### config.mk
export PLATFORM = sky130hd
export DESIGN_NAME = eopt_core
export DESIGN_NICKNAME = d
export VERILOG_FILES = /design/src/pkg/eopt_pkg.sv /design/src/eopt_delay_line.sv /design/src/eopt_core.sv
export VERILOG_INCLUDE_DIRS = /design/src /design/src/pkg
export SDC_FILE = /design/constraint.sdc
export NUM_CORES = 2
export LEC_CHECK = 0
export BUFFER_PORTS_ARGS = -buffer_cell sky130_fd_sc_hd__buf_2
export CELL_PAD_IN_SITES_DETAIL_PLACEMENT = 1
export CELL_PAD_IN_SITES_GLOBAL_PLACEMENT = 1
export CORE_ASPECT_RATIO = 1.1
export CORE_MARGIN = 4
export CORE_UTILIZATION = 30
export CTS_BUF_LIST = sky130_fd_sc_hd__clkbuf_4 sky130_fd_sc_hd__clkbuf_8
export CTS_CLUSTER_SIZE = 10
export DETAILED_ROUTE_END_ITERATION = 6
export GPL_TIMING_DRIVEN = 0
export HOLD_SLACK_MARGIN = 0.06
export PLACE_DENSITY = 0.53
export SETUP_SLACK_MARGIN = 0.5
export SYNTH_ARGS = -nofsm -noshare
export SYNTH_HDL_FRONTEND = slang
export SYNTH_SLANG_ARGS = --single-unit
### constraint.sdc
create_clock -name pclk -period 14.1 [get_ports pclk]
set_input_delay 0.705 -clock pclk [delete_from_list [all_inputs] [get_ports pclk]]
set_output_delay 0.705 -clock pclk [all_outputs]
set_load 0.005 [all_outputs]
### src/pkg/eopt_defines.svh
`ifndef EOPT_DEFINES_SVH
`define EOPT_DEFINES_SVH

// ==========================================================
// Register byte offsets
`define EOPT_OFS_CTRL 8'h00
`define EOPT_OFS_OFFSET 8'h04
`define EOPT_OFS_GAIN 8'h08
`define EOPT_OFS_PHASE 8'h0C
`define EOPT_OFS_NUM 8'h10
`define EOPT_OFS_DEN 8'h14
`define EOPT_OFS_HCYC 8'h18
`define EOPT_OFS_ENERGY 8'h1C
`define EOPT_OFS_LENERGY 8'h20
`define EOPT_OFS_STATUS 8'h24
`define EOPT_OFS_IRQ_EN 8'h28
`define EOPT_OFS_IRQ_CLR 8'h2C

// ==========================================================
// Reset values
`define EOPT_RST_PHASE 6'h0D
`define EOPT_RST_NUM 12'h03F
`define EOPT_RST_DEN 12'h03F
`define EOPT_RST_HCYC 16'h0000

// ==========================================================
// Field positions and widths
`define EOPT_CTRL_LINE_MODE 0
`define EOPT_ST_LINE_DONE 0
`define EOPT_ST_PULSE 1
`define EOPT_ST_NEG 2
`define EOPT_ST_W 3
`define EOPT_FRAC_BITS 33
`define EOPT_ACC_W 57
`define EOPT_GAIN_ONE 14'sh1000
`define EOPT_GAIN_SHIFT 12

// ==========================================================
// Timing
`define EOPT_PHASE_MID 6'h0D
`define EOPT_PHASE_STEP_CLK 8
`define EOPT_ACC_STEP_CLK 4
`define EOPT_DIV_W 3

`endif

### src/pkg/eopt_pkg.sv
`include "eopt_defines.svh"

package eopt_pkg;

  typedef enum logic [1:0] {
    LC_IDLE = 2'b00,
    LC_ARM = 2'b01,
    LC_RUN = 2'b11
  } eopt_lc_state_t;

  typedef struct packed {
    logic psel;
    logic penable;
    logic pwrite;
    logic [7:0] paddr;
    logic [31:0] pwdata;
  } eopt_apb_req_t;

  typedef struct packed {
    logic signed [15:0] volt;
    logic signed [15:0] curr;
  } eopt_sample_t;

  typedef struct packed {
    logic line_mode;
    logic signed [15:0] offset;
    logic signed [11:0] gain;
    logic signed [5:0] phase;
    logic [11:0] num;
    logic [11:0] den;
    logic [15:0] hcyc_set;
    logic [`EOPT_ST_W-1:0] irq_en;
    logic [`EOPT_ST_W-1:0] status;
    logic [`EOPT_DIV_W-1:0] div;
    logic signed [31:0] power;
    logic signed [`EOPT_ACC_W-1:0] acc;
    logic [23:0] energy_rd;
    logic [23:0] line_energy;
    logic [23:0] line_start;
    logic [15:0] hcyc_cnt;
    eopt_lc_state_t lstate;
    logic [12:0] pulse_acc;
    logic pulse;
    logic zx_meta;
    logic zx_sync;
    logic zx_prev;
    logic [31:0] rdata;
  } eopt_state_t;

endpackage

### src/eopt_delay_line.sv
`timescale 1ns/1ps

module eopt_delay_line #(
  parameter int W = 16,
  parameter int DEPTH = 32,
  parameter int SELW = 5
) (
  input wire logic pclk,
  input wire logic presetn,
  input wire logic shift_en,
  input wire logic [W-1:0] din,
  input wire logic [SELW-1:0] sel,
  output logic [W-1:0] dout
);

  // ==========================================================
  // Tapped shift line, one entry per step
  logic [DEPTH-1:0][W-1:0] mem_ff;
  logic [DEPTH-1:0][W-1:0] nxt_mem;
  logic [W-1:0] dout_ff;
  logic [W-1:0] nxt_dout;

  always_comb begin
    nxt_mem = mem_ff;
    nxt_dout = dout_ff;
    if (shift_en) begin
      nxt_mem = {mem_ff[DEPTH-2:0], din};
      nxt_dout = mem_ff[sel];
    end
  end

  always_ff @(posedge pclk or negedge presetn) begin
    if (!presetn) begin
      mem_ff <= '0;
      dout_ff <= '0;
    end else begin
      mem_ff <= nxt_mem;
      dout_ff <= nxt_dout;
    end
  end

  assign dout = dout_ff;

endmodule // eopt_delay_line

### src/eopt_core.sv
`timescale 1ns/1ps
`include "eopt_defines.svh"

module eopt_core #(
  parameter int DLY_DEPTH = 32
) (
  input wire logic pclk,
  input wire logic presetn,
  input eopt_pkg::eopt_apb_req_t apb_req,
  output logic [31:0] prdata,
  output logic pready,
  output logic pslverr,
  input eopt_pkg::eopt_sample_t sample,
  input wire logic zero_cross,
  output logic energy_pulse_output,
  output logic irq_n
);

  // ==========================================================
  // State
  eopt_pkg::eopt_state_t st_ff;
  eopt_pkg::eopt_state_t nxt_st;

  logic en4;
  logic en8;
  logic setup;
  logic wr;
  logic mapped;
  logic signed [15:0] volt_dly;
  logic signed [15:0] curr_dly;
  logic [4:0] vsel;
  logic [4:0] csel;
  logic signed [13:0] gain_fac;
  logic signed [45:0] gprod;
  logic signed [31:0] gp;
  logic signed [`EOPT_ACC_W-1:0] acc_sum;
  logic [23:0] int_new;
  logic [12:0] pulse_sum;
  logic zx_edge;
  logic [15:0] hcyc_next;
  logic [`EOPT_ST_W-1:0] ev_set;
  logic [`EOPT_ST_W-1:0] ev_clr;

  // ==========================================================
  // Step enables from one divider
  assign en4 = (st_ff.div[1:0] == 2'h3);
  assign en8 = (st_ff.div == 3'h7);

  // ==========================================================
  // Phase trim: voltage tap vs fixed current tap
  always_comb begin
    if (st_ff.phase < 6'sh00) begin
      vsel = 5'h00;
    end else begin
      vsel = st_ff.phase[4:0];
    end
  end
  assign csel = 5'(`EOPT_PHASE_MID);

  eopt_delay_line #(
    .W(16),
    .DEPTH(DLY_DEPTH),
    .SELW(5)
  ) u_volt_dly (
    .pclk(pclk),
    .presetn(presetn),
    .shift_en(en8),
    .din(sample.volt),
    .sel(vsel),
    .dout(volt_dly)
  );

  eopt_delay_line #(
    .W(16),
    .DEPTH(DLY_DEPTH),
    .SELW(5)
  ) u_curr_dly (
    .pclk(pclk),
    .presetn(presetn),
    .shift_en(en8),
    .din(sample.curr),
    .sel(csel),
    .dout(curr_dly)
  );

  // ==========================================================
  // Gain, offset and accumulation
  assign gain_fac = {{2{st_ff.gain[11]}}, st_ff.gain} + `EOPT_GAIN_ONE;
  assign gprod = st_ff.power * gain_fac;
  assign gp = gprod[43:12];
  assign acc_sum = st_ff.acc + `EOPT_ACC_W'(gp)
    + `EOPT_ACC_W'(st_ff.offset);
  assign int_new = acc_sum[`EOPT_ACC_W-1:`EOPT_FRAC_BITS];
  assign pulse_sum = st_ff.pulse_acc + {1'b0, st_ff.num} + 13'h0001;

  // ==========================================================
  // Line-cycle helpers
  assign zx_edge = st_ff.zx_sync ^ st_ff.zx_prev;
  assign hcyc_next = st_ff.hcyc_cnt + 16'h0001;

  // ==========================================================
  // Bus decode
  assign setup = apb_req.psel && !apb_req.penable;
  assign wr = apb_req.psel && apb_req.penable && apb_req.pwrite;
  always_comb begin
    case (apb_req.paddr)
      `EOPT_OFS_CTRL, `EOPT_OFS_OFFSET, `EOPT_OFS_GAIN, `EOPT_OFS_PHASE,
      `EOPT_OFS_NUM, `EOPT_OFS_DEN, `EOPT_OFS_HCYC, `EOPT_OFS_ENERGY,
      `EOPT_OFS_LENERGY, `EOPT_OFS_STATUS, `EOPT_OFS_IRQ_EN,
      `EOPT_OFS_IRQ_CLR: mapped = (apb_req.paddr[1:0] == 2'h0);
      default: mapped = 1'b0;
    endcase
  end
  assign pready = 1'b1;
  assign pslverr = apb_req.psel && apb_req.penable && !mapped;

  // ==========================================================
  // Next state
  always_comb begin
    nxt_st = st_ff;
    ev_set = '0;
    ev_clr = '0;
    nxt_st.div = st_ff.div + 3'h1;
    nxt_st.pulse = 1'b0;
    nxt_st.zx_meta = zero_cross;
    nxt_st.zx_sync = st_ff.zx_meta;
    nxt_st.zx_prev = st_ff.zx_sync;

    if (en4) begin
      nxt_st.power = volt_dly * curr_dly;
      nxt_st.acc = acc_sum;
      nxt_st.energy_rd = int_new;
      if (acc_sum[`EOPT_ACC_W-1] && !st_ff.acc[`EOPT_ACC_W-1]) begin
        ev_set[`EOPT_ST_NEG] = 1'b1;
      end
      if (int_new != st_ff.energy_rd && !acc_sum[`EOPT_ACC_W-1]
          && int_new == st_ff.energy_rd + 24'h000001) begin
        if (pulse_sum >= {1'b0, st_ff.den} + 13'h0001) begin
          // Cap remainder, no wrap when ratio is above one
          if (pulse_sum - {1'b0, st_ff.den} - 13'h0001 > {1'b0, st_ff.den}) begin
            nxt_st.pulse_acc = {1'b0, st_ff.den};
          end else begin
            nxt_st.pulse_acc = pulse_sum - {1'b0, st_ff.den} - 13'h0001;
          end
          nxt_st.pulse = 1'b1;
          ev_set[`EOPT_ST_PULSE] = 1'b1;
        end else begin
          nxt_st.pulse_acc = pulse_sum;
        end
      end
    end

    case (st_ff.lstate)
      eopt_pkg::LC_IDLE: begin
        if (st_ff.line_mode) begin
          nxt_st.lstate = eopt_pkg::LC_ARM;
        end
      end
      eopt_pkg::LC_ARM: begin
        if (!st_ff.line_mode) begin
          nxt_st.lstate = eopt_pkg::LC_IDLE;
        end else if (zx_edge) begin
          nxt_st.lstate = eopt_pkg::LC_RUN;
          nxt_st.line_start = st_ff.energy_rd;
          nxt_st.hcyc_cnt = 16'h0000;
        end
      end
      eopt_pkg::LC_RUN: begin
        if (!st_ff.line_mode) begin
          nxt_st.lstate = eopt_pkg::LC_IDLE;
        end else if (zx_edge) begin
          if (hcyc_next >= st_ff.hcyc_set) begin
            nxt_st.line_energy = st_ff.energy_rd - st_ff.line_start;
            nxt_st.line_start = st_ff.energy_rd;
            nxt_st.hcyc_cnt = 16'h0000;
            ev_set[`EOPT_ST_LINE_DONE] = 1'b1;
          end else begin
            nxt_st.hcyc_cnt = hcyc_next;
          end
        end
      end
      default: nxt_st.lstate = eopt_pkg::LC_IDLE;
    endcase

    if (wr) begin
      case (apb_req.paddr)
        `EOPT_OFS_CTRL: nxt_st.line_mode = apb_req.pwdata[`EOPT_CTRL_LINE_MODE];
        `EOPT_OFS_OFFSET: nxt_st.offset = apb_req.pwdata[15:0];
        `EOPT_OFS_GAIN: nxt_st.gain = apb_req.pwdata[11:0];
        `EOPT_OFS_PHASE: nxt_st.phase = apb_req.pwdata[5:0];
        `EOPT_OFS_NUM: nxt_st.num = apb_req.pwdata[11:0];
        `EOPT_OFS_DEN: nxt_st.den = apb_req.pwdata[11:0];
        `EOPT_OFS_HCYC: nxt_st.hcyc_set = apb_req.pwdata[15:0];
        `EOPT_OFS_IRQ_EN: nxt_st.irq_en = apb_req.pwdata[`EOPT_ST_W-1:0];
        `EOPT_OFS_IRQ_CLR: ev_clr = apb_req.pwdata[`EOPT_ST_W-1:0];
        default: nxt_st.rdata = st_ff.rdata;
      endcase
    end
    // Set wins over clear
    nxt_st.status = (st_ff.status & ~ev_clr) | ev_set;

    if (setup) begin
      case (apb_req.paddr)
        `EOPT_OFS_CTRL: nxt_st.rdata = {31'h0, st_ff.line_mode};
        `EOPT_OFS_OFFSET: nxt_st.rdata = {{16{st_ff.offset[15]}}, st_ff.offset};
        `EOPT_OFS_GAIN: nxt_st.rdata = {{20{st_ff.gain[11]}}, st_ff.gain};
        `EOPT_OFS_PHASE: nxt_st.rdata = {{26{st_ff.phase[5]}}, st_ff.phase};
        `EOPT_OFS_NUM: nxt_st.rdata = {20'h0, st_ff.num};
        `EOPT_OFS_DEN: nxt_st.rdata = {20'h0, st_ff.den};
        `EOPT_OFS_HCYC: nxt_st.rdata = {16'h0, st_ff.hcyc_set};
        `EOPT_OFS_ENERGY: nxt_st.rdata = {8'h0, st_ff.energy_rd};
        `EOPT_OFS_LENERGY: nxt_st.rdata = {8'h0, st_ff.line_energy};
        `EOPT_OFS_STATUS: nxt_st.rdata = {29'h0, st_ff.status};
        `EOPT_OFS_IRQ_EN: nxt_st.rdata = {29'h0, st_ff.irq_en};
        default: nxt_st.rdata = 32'h0;
      endcase
    end
  end

  // ==========================================================
  // Registers
  always_ff @(posedge pclk or negedge presetn) begin
    if (!presetn) begin
      st_ff <= '0;
      st_ff.phase <= `EOPT_RST_PHASE;
      st_ff.num <= `EOPT_RST_NUM;
      st_ff.den <= `EOPT_RST_DEN;
      st_ff.hcyc_set <= `EOPT_RST_HCYC;
      st_ff.lstate <= eopt_pkg::LC_IDLE;
    end else begin
      st_ff <= nxt_st;
    end
  end

  assign prdata = st_ff.rdata;
  assign energy_pulse_output = st_ff.pulse;
  assign irq_n = ~(|(st_ff.status & st_ff.irq_en));
endmodule // eopt_core

### Yosys cells after proc, flatten, opt, wreduce, memory -nomap -nowiden

Index checks and enable logic that the tools add are counted.

* register bits: 1080
* bits in latches: 0
* output and inout bits: 36
* memories kept: 0
* RAM bits: 0
* logic and storage cells: 181
* bits of input ports: 78
* bits in read-only memories: 0

* shift-type cells: 0
* eq/ne operators: 25
* multipliers: 2
* div/mod/pow operators: 0
* $add $sub $neg: 12
* muxes and demuxes: 30
* order comparisons: 5
* reduce and logical (&&, ||, !) cells: 30
* bitwise logic cells: 6

Operators with widths (number)
* $pmux W32 S11: 1
* $mux W40: 3
* $bmux W16 S5: 1
* $pmux W40 S2: 1
* $add A57 B16 Y57: 1
* $add A57 B32 Y57: 1
* $mul A32 B14 Y44: 1
* $mux W42: 1
* $eq A8 B5 Y1 const B: 4
* $eq A8 B6 Y1 const B: 4
* $mul A16 B16 Y32: 1
* $mux W16: 2
* $mux W13: 2
* $add A24 B1 Y24 const B: 1
* $eq A24 B24 Y1: 1
* $mux W24: 1
* $ne A24 B24 Y1: 1
* $sub A24 B24 Y24: 1
* $reduce_and A2 Y1: 9
* $add A16 B1 Y16 const B: 1
* $eq A8 B4 Y1 const B: 2
* $ge A16 B16 Y1: 1
* $add A14 B13 Y14 const B: 1
* $ne A2 B2 Y1 const B: 7
* other kinds (36): 61

### Depth between registers and ports, before layout

* word-level depth: 10
* mapped depth: 54
* gate-level depth less buffers: 51

### Cells and area by module

Synthesis repeated with hierarchy kept, for this count alone.

* cell total of the unflattened synthesis: 7986
* area, all modules: 91755.5 µm²

Modules (own cells, without submodules)
* eopt_delay_line: sequential area each 13212.7 µm², cells each 1650, area each 23876.6 µm², times used 2
* eopt_core: sequential area each 7050.5 µm², cells each 4686, area each 44002.2 µm², times used 1

### Least setup slack after synthesis

OpenSTA, ideal clock, no wires.

* kind: register to register
* start: reg st_ff[288] in the netlist's numbering
* end: reg st_ff[46] in the netlist's numbering
* cell stages (with the launch flop): 50
* data required time: 13.972 ns
* clock period less this slack: 11.572 ns
* library setup time: 0.128 ns
* slack: 2.528 ns
* path buffers: 3
* arrival: 11.444 ns
* path through: dfrtp_1 -> clkbuf_1 -> clkbuf_1 -> nand2_1 -> fa_1 -> fa_1 -> inv_1 -> fa_1 -> fa_1 -> fa_1 -> inv_1 -> fa_1 -> inv_1 -> ha_1 -> nand3_1 -> or4_1 -> a21oi_1 -> o21ai_0 -> (+14 left out) -> o21ai_0 -> or3_1 -> nand2_1 -> o21ai_0 -> a21o_1 -> a21oi_1 -> xnor2_1 -> xor2_1 -> ha_1 -> o211ai_1 -> nor2_1 -> nand4_1 -> nor4_1 -> o2111ai_1 -> o21ai_0 -> mux2i_1 -> nand4b_4 -> mux2_1

* cells in the longest elaborated chain, start to end: 8
* elaborated cells between the ends (all ways): 10
* classes of those cells: add/sub: 3; mul: 1; eq/ne: 2; reduce/logical: 4

Ends and longest elaborated chain
* start, declared: line eopt_core.sv:21 `eopt_pkg::eopt_state_t st_ff;`
* start signal, assigned: line eopt_core.sv:231 `st_ff <= nxt_st;`
* $add A14 B13 Y14 (no source line) (*)
* $mul A32 B14 Y44 (*): line eopt_core.sv:89 `assign gprod = st_ff.power * gain_fac;`
* $add A57 B32 Y57 (*): line eopt_core.sv:91 `` assign acc_sum = st_ff.acc + `EOPT_ACC_W'(gp) ``
* $add A57 B16 Y57 (*): line eopt_core.sv:91
* named net acc_sum[56]: line eopt_core.sv:36 `` logic signed [`EOPT_ACC_W-1:0] acc_sum; ``
* $ne A24 B24 Y1 / $logic_not A1 Y1 (equally long branches): line eopt_core.sv:136 `` if (int_new != st_ff.energy_rd && !acc_sum[`EOPT_ACC_W-1] ``
* $logic_and A1 B1 Y1: line eopt_core.sv:136
* $logic_and A1 B1 Y1 (*): line eopt_core.sv:136
* $reduce_and A2 Y1 (no source line) (*)

The timed path passes the listed nets; every way through them passes the cells marked *.
A chain may end at the register's enable or synchronous reset.

### Worst setup path after layout

* start: reg st_ff[286] in the netlist's numbering
* end: reg st_ff[46] in the netlist's numbering

Same word-level chain as after synthesis.

==> impl_metrics.csv <==
group,metric,value,unit
run_status,status,"finished clean",
final_layout,post-route-util,34.3,%
pwr,leakage,0.0406,uW
pwr,p_switching,1930,uW
synthesis,synth_area_leaders,"dfrtp_1, fa_1, mux2_2, ha_1, inv_1",
global_routing,grt_first_pass_wirelength,371,mm
worst_setup_path,critPathArrivalTime,13.78,ns
final_layout,drive_gt1_share,23.7,%
clock_tree,clock-sinks,1049,
worst_setup_path,cp.required,14.93,ns
timing,fin_crit_sh,91.8,%
final_layout,area_delta_synth_final,13.5,%
timing,setup_viol,0,
synthesis,yosys_warnings,0,
worst_setup_path,cpMostUsedCell,"fa_1",
final_layout,n_fill_cell,27900,
synthesis,synth_ff_type,"dfrtp_1",
pwr,pwr-share-comb,9.7,%
clock_tree,clock_path_buffers,3,
hold_path,hold_class,"in2reg",
clock_tree,cts_tree,"yes",
synthesis,ys_seq_area_share,34.4,%
worst_setup_path,cp-start-kind,"register",
synthesis,ys_ff_latch,1049,
pwr,powerDensity,82.9,nW/um2
clock_tree,h-tree-depth,4,
pwr,swShare,26.9,%
synthesis,avgSynthCellArea,11.3,um2
synthesis,synth_fp_nets,7849,
pwr,p_int,5240,uW
global_routing,grt_max_degree,170,
synthesis,synth_edf_count,0,
hold_path,whs_endpoint,"st_ff[300]",
worst_setup_path,reg2reg_slack,1.15,ns
timing,hold_viol,0,
synthesis,syn_inst,6752,
pwr,irDropWorstVdd,0.0839,mV
pwr,p_total,7170,uW
place,place_congestion,0.850,
worst_setup_path,slowest_stage,"or4_1",
route,wl_per_cell,22.8,um
worst_setup_path,critPathMaxFanout,10,
timing,tightest_slew,1.31,ns
global_routing,overflow,0,
route,drt-initial-drc-count,2236,
timing,clock_skew,0.0822,ns
floorplan,die_w,489,um
pwr,power.share.sequential,43.7,%
final_layout,nets,8206,
route,route.detailed.drc,0,
route,dr.pass1.iters,7,
timing,slew_headroom,12.7,%
route,vias_per_cell,4.89,
hold_path,hold_depth,2,
clock_tree,ctsRootBufferMaster,"clkbuf_8",
route,ant_nets,0,
worst_setup_path,end_kind,"register",
floorplan,placementRows,193,
worst_setup_path,timing.rr.start,"st_ff[286]",
synthesis,synthArstFlopShare,100,%
worst_setup_path,rr_endpoint,"st_ff[46]",
timing,slew_viol_final,0,
floorplan,die_h,537,um
synthesis,synth_common_cells,"dfrtp_1, mux2_2, inv_1, fa_1, nand2_1",
worst_setup_path,max_stage_delay,0.65,ns
timing,period_minus_slack,12.95,ns
floorplan,coreArea,252000,um2
job,cap_violations,0,
timing,max_clock_freq,77.2,MHz
global_routing,grt_usage,18.7,%
worst_setup_path,ff2ff_path_depth,53,
worst_setup_path,critPathKind,"reg2reg",
global_routing,grt_pass1_vias,58600,
route,vias,51800,
clock_tree,numCtsBuffers,197,
place,port_buffers,95,
synthesis,synth_area_leader_cell,"dfrtp_1",
timing,rsz0062_at_grt,"false",
global_routing,antenna_found_initial,9,
synthesis,synth_area,76300,um2
synthesis,synth_top_cell_area_share,33.9,%
place,hpwl,189,mm
synthesis,synth_most_common_cell,"dfrtp_1",
clock_tree,path_clk_slew,0.06,ns
clock_tree,clkLatencyLatePin,0.98,ns
route,routed_wl,242,mm
hold_path,hp-start,"apb_req[5]",
floorplan,dieArea,262000,um2
floorplan,pin_count,114,
floorplan,initial_core_util,30.3,%
synthesis,ys_types,85,
pwr,p_clk_share,46.5,%
sequential cells by signal, indices dropped and copies added (netlist names):
| signal | count |
|---|---|
| u_volt_dly.mem_ff | 512 |
| st_ff | 253 |
| u_curr_dly.mem_ff | 224 |
| prdata | 25 |
| u_curr_dly.dout | 16 |
| u_volt_dly.dout | 16 |
| nxt_st | 2 |
| energy_pulse_output | 1 |
cells in the final DEF (no fill, tap or decap), types with 44 or more instances in the layout:
| master | Yosys | routed |
|---|---|---|
| buf_2 | 9 | 120 |
| clkbuf_8 | 0 | 240 |
| clkbuf_4 | 0 | 84 |
| xor2_1 | 54 | 53 |
| nand3_1 | 74 | 74 |
| a21oi_1 | 176 | 171 |
| nor2_1 | 155 | 154 |
| ha_1 | 360 | 360 |
| xnor2_1 | 157 | 155 |
| mux2_2 | 980 | 980 |
| clkbuf_1 | 329 | 260 |
| dfrtp_1 | 1034 | 1028 |
| mux4_2 | 96 | 96 |
| nor3_1 | 45 | 44 |
| inv_1 | 833 | 832 |
| a21o_1 | 71 | 71 |
| nand2b_1 | 50 | 50 |
| o22ai_1 | 66 | 65 |
| o21ai_0 | 119 | 114 |
| fa_1 | 659 | 659 |
| nand2_1 | 547 | 547 |
| and2_1 | 308 | 308 |
| mux2i_1 | 106 | 106 |
worst max path at each step:
stage               startpoint        end  slack, ns  depth (start not counted)
global route        st_ff[208]  st_ff[45]       0.51                         52
finish              st_ff[286]  st_ff[46]       1.15                         53
floorplan           st_ff[288]  st_ff[46]       2.53                         49
detailed placement  st_ff[290]  st_ff[45]      -2.58                         49
global placement       presetn  st_ff[36]     -12.39                          1
CTS                 st_ff[285]  st_ff[45]       0.50                         51
layout make-up:
class / count / area (um2) / area share [%]
flip-flops and latches: 1049 / 26300 / 30.4
repair inverters: 1 / 5.00 / 0.00578
inverters: 834 / 3130 / 3.62
multi-input cells: 4476 / 45400 / 52.5
repair buffers: 157 / 1240 / 1.43
clock inverters: 47 / 728 / 0.841
diodes: 10 / 25.0 / 0.0289
clock buffers: 309 / 3790 / 4.38
plain buffers: 393 / 1790 / 2.07
well taps: 3315 / 4150 / 4.79
metal layers:
layer	up-vias	GRT usage (%)	share of wire [%]
met2	807	32.8	50
met4	2	5.88	3.1
met1	27300	23.7	43
li1	23300	-	-
met3	353	2.48	3.5
met5	-	0	0.0054
per-stage QoR:
stage                     setup slack, ns  hold slack [ns]  TNS [ns]  instances  instance area (um2)
after global placement             -12.39            0.346         -      10200                80900
after global routing                0.514            0.131         0      10600                86500
after detailed placement            -2.58            0.340    -39.33      10200                81100
after floorplan                      2.53            0.331         0       6752                76300
after CTS                           0.503           0.0908         0      10600                86400
final                                1.15            0.209         0      10600                86500
critical path, delay by kind of cell, from the launching register on:
kind	cells	cell delay, ns
flip-flops	1	0.50
AO/OA/AOI/OAI	13	2.24
XOR/XNOR	3	0.54
adder cells (fa/ha/maj)	10	4.43
multiplexers	2	0.46
buffers and inverters	11	1.51
AND/OR/NAND/NOR	14	3.12
timing repair:
action / in CTS / in global routing
hold endpoints to repair: 372 / 0
hold buffers: 43 / 0
buffers inserted: 8 / 2
pin swaps: 2 / 2
gates resized for setup: 93 / 67
cloned: 1 / 0
setup endpoints to repair: 21 / 15
kinds of logic after synthesis:
kind of cell / synth area share (%)
and+or+nand+nor: 8.67
buffers and inverters: 6.23
muxes: 18.7
DFF: 34.4
adders and majority gates: 23.2
AOI/OAI and AO/OA: 6.05
xor gates and xnor gates: 2.69
other: 0.00492
power groups by stage:
stage / logic [uW] / registers [uW] / clock network [uW]
floorplan: 442 / 3150 / 0
global placement: 673 / 3190 / 0
detailed placement: 692 / 3190 / 0
CTS: 707 / 3140 / 3470
global route: 779 / 3140 / 3620
finish: 697 / 3140 / 3340
(Power assumes the default switching activity.)
